File: config.mk
export PLATFORM = sky130hd
export DESIGN_NAME = sost_top
export DESIGN_NICKNAME = d
export VERILOG_FILES = /design/src/hw/sost_top.v
export VERILOG_INCLUDE_DIRS = /design/src /design/src/hw
export SDC_FILE = /design/constraint.sdc
export NUM_CORES = 2
export LEC_CHECK = 0
export ABC_AREA = 1
export BUFFER_PORTS_ARGS = -buffer_cell sky130_fd_sc_hd__buf_2
export CAP_MARGIN = 20
export CORE_ASPECT_RATIO = 1.4
export CORE_MARGIN = 4
export CORE_UTILIZATION = 25
export CTS_CLUSTER_DIAMETER = 60
export DETAILED_ROUTE_END_ITERATION = 16
export REMOVE_ABC_BUFFERS = 1
export SLEW_MARGIN = 20
export SYNTH_ARGS = -nofsm -noshare
export SYNTH_HDL_FRONTEND = slang
export SYNTH_SLANG_ARGS = --single-unit
File: constraint.sdc
create_clock -name i_ref_clk -period 9.2 [get_ports i_ref_clk]
set_input_delay 0 -clock i_ref_clk [delete_from_list [all_inputs] [get_ports i_ref_clk]]
set_output_delay 0 -clock i_ref_clk [all_outputs]
set_load 0.01 [all_outputs]
File: src/hw/sost_map.vh
// Register map, field positions, reset values, PC offsets and shift limits
// Assumes inclusion by the operand shifter and status transfer block
`ifndef SOST_MAP_VH
`define SOST_MAP_VH

// Byte offsets on the register bus
`define SOST_OFF_INSTR 8'h00
`define SOST_OFF_OPND 8'h04
`define SOST_OFF_SHREG 8'h08
`define SOST_OFF_IADDR 8'h0C
`define SOST_OFF_ALURES 8'h10
`define SOST_OFF_ALUFLG 8'h14
`define SOST_OFF_CTRL 8'h18
`define SOST_OFF_CUR 8'h1C
`define SOST_OFF_SAVED 8'h20
`define SOST_OFF_SHOUT 8'h24
`define SOST_OFF_INFO 8'h28
`define SOST_OFF_PCOP 8'h2C
`define SOST_OFF_DEST 8'h30

// Status word fields
`define SOST_FLAG_HI 31
`define SOST_FLAG_LO 28
`define SOST_CARRY_BIT 29
`define SOST_MODE_USR 5'h10
`define SOST_MODE_FIQ 5'h11
`define SOST_MODE_IRQ 5'h12
`define SOST_MODE_SVC 5'h13
`define SOST_MODE_ABT 5'h17
`define SOST_MODE_UND 5'h1B
`define SOST_CUR_RST 32'h000000D3
`define SOST_SAVED_RST 32'h00000000
`define SOST_NO_SAVED 3'h7
`define SOST_NUM_SAVED 5

// Result information word fields
`define SOST_INFO_CARRY 0
`define SOST_INFO_UNDEF 1
`define SOST_INFO_BADRS 2
`define SOST_INFO_PCW 3
`define SOST_INFO_DESTW 4
`define SOST_INFO_S_LO 5
`define SOST_INFO_S_HI 6
`define SOST_INFO_N 7
`define SOST_INFO_I 8

// Program counter read-ahead and shift limits
`define SOST_PC_AHEAD_IMM 32'h00000008
`define SOST_PC_AHEAD_REG 32'h0000000C
`define SOST_SH_FULL 8'h20
`define SOST_PC_REG 4'hF

`endif

File: src/hw/sost_top.v
// Second-operand barrel shifter and status word transfer datapath
// Assumes an Avalon-MM master, one 50 MHz clock, synchronous reset
// Function
// - Shift amount from low byte, never PC
// - Zero register amount passes operand, old carry
// - Amounts 1..31 match encoded shift
// - Left shift 32 carry bit0, beyond zero
// - Right shift 32 carry bit31, beyond zero
// - Arithmetic shift 32+ fills sign, carry sign
// - Rotate by 32 unchanged, carry bit31
// - Rotate above 32 reduced modulo 32
// - Register shift with bit7 set is undefined
// - Immediate zero-extended, rotated by twice field
// - PC destination without S keeps status
// - PC destination with S restores saved word
// - PC operand is address plus 8 or 12
// - Test and compare set flags, no destination
// - Legacy restore form copies saved when privileged
// - Cycle counts per shift and PC write
// - Status transfers are flagless test opcodes
// - Status read and write move whole words
// - Flag-only write moves top four bits
// - User mode may change flags only
// - Saved word chosen by current mode
// - Encoded shift amount is five bits
module sost_top (
	input wire i_ref_clk,
	input wire i_rst_n,
	input wire [7:0] i_address,
	input wire i_read,
	input wire i_write,
	input wire [31:0] i_writedata,
	input wire [3:0] i_byteenable,
	output reg [31:0] o_readdata,
	output wire o_waitrequest
);
`include "sost_map.vh"

	reg [31:0] instr;
	reg [31:0] opnd;
	reg [31:0] shreg;
	reg [31:0] iaddr;
	reg [31:0] alu_res;
	reg [3:0] alu_flg;
	reg [31:0] cur_sw;
	reg [31:0] saved_sw [0:`SOST_NUM_SAVED-1];
	reg [31:0] sh_out;
	reg [31:0] pc_out;
	reg [31:0] dest_val;
	reg [8:0] info;
	reg ack;

	// Merge bytes of a write under the byte enables
	function [31:0] sost_be;
		input [31:0] old_v;
		input [31:0] new_v;
		input [3:0] be;
		integer k;
		begin
			sost_be = old_v;
			for (k = 0; k < 4; k = k + 1) begin
				if (be[k]) begin
					sost_be[k*8 +: 8] = new_v[k*8 +: 8];
				end
			end
		end
	endfunction

	// Saved word slot for a mode, none for user or unknown
	function [2:0] sost_slot;
		input [4:0] m;
		begin
			case (m)
				`SOST_MODE_FIQ: sost_slot = 3'h0;
				`SOST_MODE_IRQ: sost_slot = 3'h1;
				`SOST_MODE_SVC: sost_slot = 3'h2;
				`SOST_MODE_ABT: sost_slot = 3'h3;
				`SOST_MODE_UND: sost_slot = 3'h4;
				default: sost_slot = `SOST_NO_SAVED;
			endcase
		end
	endfunction

	// Bus handshake: one wait cycle, then accept
	wire bus_req = i_read | i_write;
	assign o_waitrequest = bus_req & ~ack;
	// Accept edge: the second edge of a held request
	wire bus_take = bus_req & ack;
	// Only writes store at the accept edge
	wire wr_take = bus_take & i_write;
	wire [7:0] waddr = {i_address[7:2], 2'b00};
	wire exec = wr_take & (waddr == `SOST_OFF_CTRL) & i_byteenable[0] & i_writedata[0];

	// Instruction fields
	wire [3:0] opc = instr[24:21];
	wire s_bit = instr[20];
	wire imm_bit = instr[25];
	wire [3:0] rd = instr[15:12];
	wire [3:0] rs = instr[11:8];
	wire [3:0] rm = instr[3:0];
	wire [1:0] sh_type = instr[6:5];
	wire [4:0] enc_amt = instr[11:7];
	wire dp_class = (instr[27:26] == 2'b00);
	wire reg_shift = ~imm_bit & instr[4];
	wire mul_undef = dp_class & reg_shift & instr[7];
	wire bad_rs = dp_class & reg_shift & (rs == `SOST_PC_REG);
	wire test_op = (opc[3:2] == 2'b10);
	wire psr_op = dp_class & ~mul_undef & test_op & ~s_bit;
	wire read_op = psr_op & ~opc[0];
	wire write_op = psr_op & opc[0];
	wire use_saved = opc[1];
	wire whole_wr = instr[16];
	wire dp_op = dp_class & ~mul_undef & ~bad_rs & ~psr_op;
	wire logic_op = (opc[3:1] == 3'b000) | (opc[3:1] == 3'b100) | (opc[3:2] == 2'b11);
	wire legacy = test_op & (opc == 4'h9) & (rd == `SOST_PC_REG);

	// Mode and saved word of the mode in force
	wire [4:0] mode = cur_sw[4:0];
	wire user = (mode == `SOST_MODE_USR);
	wire [2:0] slot = sost_slot(mode);
	wire has_saved = (slot != `SOST_NO_SAVED);
	wire [31:0] saved_cur = has_saved ? saved_sw[slot] : 32'h00000000;

	// Program counter as operand, with prefetch offset
	wire [31:0] pc_val = iaddr + (reg_shift ? `SOST_PC_AHEAD_REG : `SOST_PC_AHEAD_IMM);
	wire [31:0] op_val = (rm == `SOST_PC_REG) ? pc_val : opnd;
	wire cin = cur_sw[`SOST_CARRY_BIT];
	wire [7:0] amt = reg_shift ? shreg[7:0] : {3'h0, enc_amt};

	// Barrel shifter
	reg [31:0] sh_res;
	reg sh_c;
	reg [32:0] t33;
	reg signed [32:0] s33;
	reg [63:0] t64;
	reg [4:0] rot;
	always @* begin
		t33 = 33'h000000000;
		s33 = 33'sh000000000;
		t64 = {op_val, op_val};
		rot = 5'h00;
		sh_res = op_val;
		sh_c = cin;
		if (imm_bit) begin
			rot = {instr[11:8], 1'b0};
			t64 = {24'h000000, instr[7:0], 24'h000000, instr[7:0]} >> rot;
			sh_res = t64[31:0];
			sh_c = (rot == 5'h00) ? cin : t64[31];
		end else if (~reg_shift && enc_amt == 5'h00) begin
			case (sh_type)
				2'b00: begin
					sh_res = op_val;
					sh_c = cin;
				end
				2'b01: begin
					sh_res = 32'h00000000;
					sh_c = op_val[31];
				end
				2'b10: begin
					sh_res = {32{op_val[31]}};
					sh_c = op_val[31];
				end
				default: begin
					sh_res = {cin, op_val[31:1]};
					sh_c = op_val[0];
				end
			endcase
		end else if (reg_shift && amt == 8'h00) begin
			sh_res = op_val;
			sh_c = cin;
		end else begin
			// Amounts 1..31 share the encoded path
			case (sh_type)
				2'b00: begin
					if (amt > `SOST_SH_FULL) begin
						sh_res = 32'h00000000;
						sh_c = 1'b0;
					end else begin
						t33 = {1'b0, op_val} << amt[5:0];
						sh_res = t33[31:0];
						sh_c = t33[32];
					end
				end
				2'b01: begin
					if (amt > `SOST_SH_FULL) begin
						sh_res = 32'h00000000;
						sh_c = 1'b0;
					end else begin
						t33 = {op_val, 1'b0} >> amt[5:0];
						sh_res = t33[32:1];
						sh_c = t33[0];
					end
				end
				2'b10: begin
					if (amt >= `SOST_SH_FULL) begin
						sh_res = {32{op_val[31]}};
						sh_c = op_val[31];
					end else begin
						s33 = $signed({op_val, 1'b0}) >>> amt[4:0];
						sh_res = s33[32:1];
						sh_c = s33[0];
					end
				end
				default: begin
					rot = amt[4:0];
					t64 = {op_val, op_val} >> rot;
					sh_res = t64[31:0];
					sh_c = t64[31];
				end
			endcase
		end
	end

	// Execute: destination, status word and saved word updates
	reg [31:0] next_cur;
	reg [31:0] next_dest;
	reg next_sav_we;
	reg [31:0] next_sav;
	reg next_pcw;
	reg next_destw;
	reg [31:0] src;
	always @* begin
		next_cur = cur_sw;
		next_dest = dest_val;
		next_sav_we = 1'b0;
		next_sav = saved_cur;
		next_pcw = 1'b0;
		next_destw = 1'b0;
		src = imm_bit ? sh_res : opnd;
		if (read_op) begin
			next_dest = use_saved ? saved_cur : cur_sw;
			next_destw = 1'b1;
		end else if (write_op) begin
			if (use_saved) begin
				if (has_saved) begin
					next_sav_we = 1'b1;
					if (whole_wr) begin
						next_sav = src;
					end else begin
						next_sav = {src[31:28], saved_cur[27:0]};
					end
				end
			end else if (whole_wr && !user) begin
				next_cur = src;
			end else begin
				next_cur = {src[31:28], cur_sw[27:0]};
			end
		end else if (dp_op) begin
			if (test_op) begin
				if (legacy) begin
					if (!user && has_saved) begin
						next_cur = saved_cur;
					end
				end else if (logic_op) begin
					next_cur = {alu_res[31], alu_res == 32'h00000000, sh_c, cur_sw[28:0]};
				end else begin
					next_cur = {alu_flg, cur_sw[27:0]};
				end
			end else begin
				next_dest = alu_res;
				next_destw = 1'b1;
				if (rd == `SOST_PC_REG) begin
					next_pcw = 1'b1;
					if (s_bit && has_saved) begin
						next_cur = saved_cur;
					end
				end else if (s_bit) begin
					if (logic_op) begin
						next_cur = {alu_res[31], alu_res == 32'h00000000, sh_c, cur_sw[28:0]};
					end else begin
						next_cur = {alu_flg, cur_sw[27:0]};
					end
				end
			end
		end
	end

	// Cycle counts: S, N and I
	wire [1:0] cyc_s = next_pcw ? 2'h2 : 2'h1;
	wire cyc_n = next_pcw;
	wire cyc_i = dp_op & reg_shift;

	// Saved word write from execute or bus
	wire bus_sav = wr_take & (waddr == `SOST_OFF_SAVED) & has_saved;
	wire sav_wr = (exec & next_sav_we) | bus_sav;
	wire [31:0] sav_data = exec ? next_sav : sost_be(saved_cur, i_writedata, i_byteenable);

	// One saved word per privileged mode
	genvar g;
	generate
		for (g = 0; g < `SOST_NUM_SAVED; g = g + 1) begin : g_saved
			always @(posedge i_ref_clk) begin
				if (!i_rst_n) begin
					saved_sw[g] <= `SOST_SAVED_RST;
				end else if (sav_wr && slot == g) begin
					saved_sw[g] <= sav_data;
				end
			end
		end
	endgenerate

	// Handshake, bus writes and execute results
	always @(posedge i_ref_clk) begin
		if (!i_rst_n) begin
			ack <= 1'b0;
			instr <= 32'h00000000;
			opnd <= 32'h00000000;
			shreg <= 32'h00000000;
			iaddr <= 32'h00000000;
			alu_res <= 32'h00000000;
			alu_flg <= 4'h0;
			cur_sw <= `SOST_CUR_RST;
			sh_out <= 32'h00000000;
			pc_out <= 32'h00000000;
			dest_val <= 32'h00000000;
			info <= 9'h000;
		end else begin
			ack <= bus_req & ~ack;
			if (wr_take) begin
				case (waddr)
					`SOST_OFF_INSTR: instr <= sost_be(instr, i_writedata, i_byteenable);
					`SOST_OFF_OPND: opnd <= sost_be(opnd, i_writedata, i_byteenable);
					`SOST_OFF_SHREG: shreg <= sost_be(shreg, i_writedata, i_byteenable);
					`SOST_OFF_IADDR: iaddr <= sost_be(iaddr, i_writedata, i_byteenable);
					`SOST_OFF_ALURES: alu_res <= sost_be(alu_res, i_writedata, i_byteenable);
					`SOST_OFF_ALUFLG: begin
						if (i_byteenable[0]) begin
							alu_flg <= i_writedata[3:0];
						end
					end
					`SOST_OFF_CUR: cur_sw <= sost_be(cur_sw, i_writedata, i_byteenable);
					default: begin
					end
				endcase
			end
			if (exec) begin
				cur_sw <= next_cur;
				sh_out <= sh_res;
				pc_out <= pc_val;
				dest_val <= next_dest;
				info <= {cyc_i, cyc_n, cyc_s, next_destw, next_pcw, bad_rs, mul_undef, sh_c};
			end
		end
	end

	// Registered read data
	always @(posedge i_ref_clk) begin
		if (!i_rst_n) begin
			o_readdata <= 32'h00000000;
		end else if (i_read && !ack) begin
			case ({i_address[7:2], 2'b00})
				`SOST_OFF_INSTR: o_readdata <= instr;
				`SOST_OFF_OPND: o_readdata <= opnd;
				`SOST_OFF_SHREG: o_readdata <= shreg;
				`SOST_OFF_IADDR: o_readdata <= iaddr;
				`SOST_OFF_ALURES: o_readdata <= alu_res;
				`SOST_OFF_ALUFLG: o_readdata <= {28'h0000000, alu_flg};
				`SOST_OFF_CUR: o_readdata <= cur_sw;
				`SOST_OFF_SAVED: o_readdata <= saved_cur;
				`SOST_OFF_SHOUT: o_readdata <= sh_out;
				`SOST_OFF_INFO: o_readdata <= {23'h000000, info};
				`SOST_OFF_PCOP: o_readdata <= pc_out;
				`SOST_OFF_DEST: o_readdata <= dest_val;
				default: o_readdata <= 32'h00000000;
			endcase
		end
	end

endmodule // sost_top

### Word-level counts from Yosys, hierarchy flattened

Memories as Yosys holds them, arrays and structs flattened.
Index checks and enable logic that the tools add are counted.

| word-level totals | value |
|---|---|
| memories | 1 |
| register bits after elaboration | 334 |
| input port bits | 48 |
| output and inout port bits | 33 |
| word-level logic and storage cells | 273 |
| bits in writable memories | 160 |

| operators by class | value |
|---|---|
| bitwise logic cells | 40 |
| reduce and logical (&&, ||, !) cells | 58 |
| equality and inequality tests | 41 |
| shifts and indexed selects | 5 |
| mux-type cells | 93 |
| order comparisons | 2 |
| add/sub/neg operators | 1 |

Memory list:

| memory | depth | bits a word | rd ports | clocked after Yosys merged registers in | write ports | RTL line | text |
|---|---|---|---|---|---|---|---|
| saved_sw | 5 | 32 | 1 | 0 | 5 | sost_top.v:46 | `` reg [31:0] saved_sw [0:`SOST_NUM_SAVED-1]; `` |

Operators by type and width:

| cell | count |
|---|---|
| two-way mux 32 bit | 38 |
| case mux 32 bit (12 select lines) | 1 |
| case mux 32 bit (3 select lines) | 2 |
| two-way mux 8 bit | 9 |
| right shift 64 x 5 -> 32 bit | 1 |
| AND reduction 3 bit | 21 |
| two-way mux 28 bit | 2 |
| AND reduction 10 bit | 4 |
| right shift 40 x 5 -> 32 bit | 1 |
| two-way mux 1 bit | 36 |
| left shift 32 x 6 -> 33 bit | 1 |
| right shift 33 x 6 -> 33 bit | 1 |
| >>> shifter 33 x 5 -> 33 bit | 1 |
| adder 32 x 4 -> 32 bit | 1 |
| zero test 32 bit | 1 |
| equality test 5 bit (second input constant) | 6 |
| equality test 6 x 4 -> 1 bit (second input constant) | 5 |
| equality test 6 x 3 -> 1 bit (second input constant) | 4 |
| AND 1 bit | 23 |
| equality test 4 bit (second input constant) | 4 |
| zero test 8 bit | 2 |
| case mux 3 bit (5 select lines) | 1 |
| nonzero test 2 bit | 7 |
| equality test 6 x 2 -> 1 bit (second input constant) | 2 |
| other kinds (31) | 66 |

### Longest topological paths before layout

| logic depth | value |
|---|---|
| word-level depth | 19 |
| depth in mapped cells | 32 |
| mapped depth without buffers | 32 |

### Worst setup path after synthesis

No wires, ideal clock.

| timing path | value |
|---|---|
| path kind | reg-to-reg |
| start | reg instr[25] |
| end | mem saved_sw[0][0] (enable) |
| required time | 8734 ps |
| slack | 4410 ps |
| cell stages (with the launch flop) | 20 |
| library setup time | 466 ps |
| path buffers | 3 |
| data arrival time | 4325 ps |
| cell sequence | dfxtp_1 buf_6 nor2_8 inv_2 buf_6 nor2_1 inv_1 nor2_1 nor2_1 inv_1 nor3_2 inv_2 nor2_2 inv_2 buf_4 nor2_2 a22oi_1 nor2_1 inv_1 o21ai_0 |

RTL lines:

| item | RTL line | text |
|---|---|---|
| from (decl) | sost_top.v:39 | `reg [31:0] instr;` |
| from (signal assigned) | sost_top.v:321 | `` `SOST_OFF_INSTR: instr <= sost_be(instr, i_writedata, i_byteenable); `` |
| to (decl) | sost_top.v:46 |  |

### Worst setup path in the final report

| timing path | value |
|---|---|
| start | reg instr[4] |
| end | reg sh_out[21] |

| between the ends | value |
|---|---|
| longest elaborated chain between the ends | 10 |
| elaborated cells between the ends (all ways) | 23 |
| classes of those cells | 1 x add/sub; 2 x order compare; 4 x shift; 11 x mux; 2 x bitwise; 3 x reduce/logical |

RTL lines:

| item | RTL line | text |
|---|---|---|
| AND 1 bit (*) | sost_top.v:104 | `wire reg_shift = ~imm_bit & instr[4];` |
| two-way mux 3 bit (no source line) | - |  |
| adder 32 x 4 -> 32 bit | sost_top.v:125 | `` wire [31:0] pc_val = iaddr + (reg_shift ? `SOST_PC_AHEAD_REG : `SOST_PC_AHEAD_IMM); `` |
| two-way mux 32 bit | sost_top.v:126 | `` wire [31:0] op_val = (rm == `SOST_PC_REG) ? pc_val : opnd; `` |
| right shift 33 x 6 -> 33 bit, or another cell as far along | sost_top.v:189 | `t33 = {op_val, 1'b0} >> amt[5:0];` |
| two-way mux 32 bit (on tied branches) | sost_top.v:185, sost_top.v:175, sost_top.v:195 |  |
| case mux 32 bit (3 select lines) | sost_top.v:173 | `case (sh_type)` |
| two-way mux 32 bit | sost_top.v:168 | `end else if (reg_shift && amt == 8'h00) begin` |
| two-way mux 32 bit (*) | sost_top.v:149 | `end else if (~reg_shift && enc_amt == 5'h00) begin` |
| two-way mux 32 bit (*) | sost_top.v:144 | `if (imm_bit) begin` |
| to (signal assigned) | sost_top.v:338 | `sh_out <= sh_res;` |
| to (decl) | sost_top.v:47 | `reg [31:0] sh_out;` |

Mark *: on every way between the ends. The rest lies on a longest branch, timed or not.
A chain may end at the register's enable or synchronous reset.

==> out/summary.txt <==
===============================================================================================
Status                                                                             finished, final reports clean
Yosys top cell by area                                                                  dfxtp_1
Initial standard-cell utilization of the core                                             25.3%
Cell type of the slowest stage on the worst timing path                                  nor2_1
Overall fraction of global-route tracks in use                                            22.2%
Horizontal die dimension                                                                 304 µm
Asr flop ratio synth                                                                         0%
Power per Cell Area                                                                  130 nW/µm²
Clock input transition at the sequential cells of the worst setup and hold paths          70 ps
Filler cell count                                                                        13,500
Area delta synth->final                                                                   12.8%
Routed length on met3                                                                   8.16 mm
Ratio of cells with drive above 1 in the final layout                                     7.67%
Reg area                                                                             11,500 µm²
H-tree depth reported by CTS                                                                  2
Clock Sinks                                                                                 492
Via count of the first global-routing pass                                               31,700
Critical Path RT                                                                        9740 ps
Synth area leaders                                                                 dfxtp_1, edfxtp_1, nand2_1, o21ai_0, a21oi_1
Row count                                                                                   151
Die ar.                                                                             129,000 µm²
Final GP Congestion                                                                       0.991
Core Box Area                                                                       121,000 µm²
Port Buf Inserts                                                                             78
Number of primary I/O pins                                                                   81
Initial DRC count                                                                         3,612
Uppermost layer routed                                                                     met5
Sum of routed wire length over all layers                                                150 mm
Met2 Routed Length                                                                      71.1 mm
Category of the most critical setup path                                             reg -> reg
PnR Total Power                                                                         4.51 mW
Final routed wire length divided by cell count                                          24.3 µm
Worst vdd ir                                                                           0.125 mV
Wire length the detailed router placed on met1                                          56.4 mm
Highest cell delay on the worst timing path                                              640 ps
Fin crit period                                                                         5480 ps
Overall via count from detail_route                                                      33,700
Number of warnings issued by yosys                                                            0
Final hold vios                                                                               0
DR DRC count                                                                                  0
Antenna violation net count after detailed routing                                            0
Tcrit/Tclk final                                                                          59.6%
Synthesis-stage register bit count                                                          492
Number of enable flip-flop cells after synthesis                                            160
Clock insertion delay at the later pin of the skew report                                610 ps
Maximum number of pins on one net before global-route repair                                100
CTS buffer count                                                                             46
Depth of the worst register-to-register path                                                 26
Final Setup Violations                                                                        0
Mapped Area                                                                          30,700 µm²
Area share of the largest cell type after synthesis                                       21.7%
Post-Synthesis Cells                                                                      4,577
Count of pins over their slew limit                                                           0
Worst slew pin tran                                                                     1120 ps
Count of buffer and inverter cells on the critical path                                       7
Total of hold buffers inserted after clock tree synthesis                                    41
Clock tree from TritonCTS                                                                 built
Worst path arrival time                                                                 6030 ps
Min-Delay Path Class                                                                  in -> reg
Unrepaired setup endpoints after global routing                                           false
Longest Clk Path Bufs                                                                         3
Cells on Worst Hold Path                                                                      4
Max_slew headroom                                                                         24.8%
Crit path launch type                                                                  register
Synth Area per Inst                                                                    6.70 µm²
Library cells used by synthesis                                                              61
Cell seen most often among critical-path stages                                         nand2_1
Number of stages on the worst setup path                                                     26
Max Clk Rate                                                                          0.182 GHz
Register area share after synthesis                                                       37.3%
Critical path peak fanout                                                                    13
Total leakage power                                                                     13.3 nW
Cell family with the largest share of critical-path delay                          simple AND/OR/NAND/NOR gates
Fin Clk Skew                                                                            23.3 ps
Aggregate global routing overflow                                                             0
Final net count                                                                           4,582
Height of the die                                                                        423 µm
Number of search-and-repair iterations in the first detailed-routing pass                     6
Sum of negative setup slack                                                                0 ps
Setup Buffers After CTS                                                                       0
Clock root buffer master                                                              clkbuf_16
Number of antenna violations at the first check in global routing                             2
Finished Core Util                                                                        28.5%
Detailed-placement wirelength estimate                                                   113 mm
Number of gates resized after CTS                                                             0
MaxCap Viol Count                                                                             0
Area of combinational cells with multiple inputs                                     16,600 µm²
Primary FF master, synth                                                                dfxtp_1
Post-DR vias/cell                                                                          5.46
Worst Setup End Kind                                                                   register
Wire length of the first global-routing pass                                             217 mm
===============================================================================================
-- placed cells by master, fill, tap and decap left out, types with 9 or more instances in the layout --
cell type,netlist,routed
nand4_1,23,23
dlygate4sd3_1,0,41
nand3_1,375,375
nor2_1,572,562
a211oi_1,23,23
o21bai_1,11,11
nand2_1,799,798
edfxtp_1,160,160
o22ai_1,104,104
nor4_1,11,9
a21oi_1,497,497
nor2_2,8,17
nor3_1,15,15
clkbuf_16,0,46
dfxtp_1,332,332
o21ai_4,0,9
inv_2,23,24
inv_1,374,372
buf_4,5,89
a31oi_1,32,32
o221ai_1,14,14
o21ai_1,37,37
a221oi_1,53,53
o31ai_1,16,16
o21ai_0,552,547
buf_2,44,77
a22oi_1,28,28
o2111ai_1,16,16
o211ai_1,82,82
or2_2,28,28
-- cell families (layout without fill, tap and decap cells) --
kind of cell,count (synthesis),count (layout),synth area share (%)
compound gates,1505,1505,28.0
xor+xnor,7,7,0.200
fa+ha+maj,6,6,0.245
buf+inv,712,701,9.02
flops,492,492,37.3
other cells,0,1,0
simple gates,1855,1855,25.3
-- stage by stage --
| stage | std cells | worst slack (ps) | cell area (µm²) | hold WS [ps] |
|---|---|---|---|---|
| floorplan | 4270 | 1670 | 29400 | 98.6 |
| global placement | 6043 | 3720 | 32600 | 290 |
| detailed placement | 6044 | 3760 | 32700 | 313 |
| CTS | 6171 | 3750 | 34600 | 54.3 |
| global route | 6173 | 3510 | 34600 | 139 |
| finish | 6173 | 3720 | 34600 | 87.5 |
-- cell type report --
type	instances	area share, %
repair buffers	210	4.33
inverters	405	4.40
well taps	1606	5.81
flip-flops and latches	492	33.1
multi-input cells	3373	48.0
clock buffers	62	3.73
clock inverters	24	0.672
diodes	1	0.00723
-- metal layers --
layer  vias up  track usage (%)
met5         -                0
met4         2             18.0
met3       428             1.80
met2      1513             37.8
met1     16100             25.6
li1      15700                -
-- synthesized netlist by cell type (all sizes together), types with 2 or more instances --
master and instances:
a2111oi 7, a211oi 24, a21boi 3, a21o 4, a21oi 497, a221oi 53, a22oi 28, a31o 2
a31oi 32, a32o 4, and2 2, buf 85, clkbuf 222, clkinv 8, dfxtp 332, edfxtp 160
ha 6, inv 397, nand2 804, nand3 376, nand3b 2, nand4 24, nor2 581, nor3 17
nor4 13, o2111ai 16, o211ai 82, o21a 3, o21ai 597, o21bai 11, o221ai 14, o22ai 104
o31ai 16, o41ai 3, or2 36, xnor2 3, xor2 4
-- worst register-to-register path, cell delays in order (launching register included) --
cell and delay [ps]:
dfxtp_1 340, inv_2 90, nor2_8 150, ha_1 330
inv_1 110, nand2_1 110, nand4_2 290, nor2_2 410
nand2_1 90, nand2_1 90, nand3_1 80, o21ai_2 60
buf_4 280, inv_2 170, nor2_1 150, inv_1 60
nor2_2 620, inv_2 330, nand2_1 170, inv_1 170
nand2_1 120, a21oi_1 40, nor2_1 640, nor2_1 110
o22ai_1 180, nand2_1 80, a21oi_1 130
-- path summary, 6_finish.rpt --
kind	from	to	slack, ps
hold reg to reg	info[7]	info[7]	460
hold / removal	i_byteenable[2]	opnd[23]	90
setup / recovery	instr[4]	sh_out[21]	3720
setup reg to reg	instr[4]	sh_out[21]	3720
-- where the power goes --
| group | total, mW | internal, mW | switching, mW |
|---|---|---|---|
| Combinational | 0.242 | 0.0595 | 0.182 |
| Clock | 1.99 | 1.06 | 0.934 |
| Sequential | 2.27 | 2.26 | 0.00869 |
| Total | 4.51 | 3.38 | 1.12 |
-- flip-flops by register name, indices dropped and copies added (netlist names) --
signal / flops
instr: 32
sh_out: 32
cur_sw: 32
info: 7
dest_val: 32
alu_flg: 4
shreg: 32
ack: 1
iaddr: 32
alu_res: 32
opnd: 32
pc_out: 32
o_readdata: 32
saved_sw: 160
Note: power is estimated with default switching activity, not from simulation.
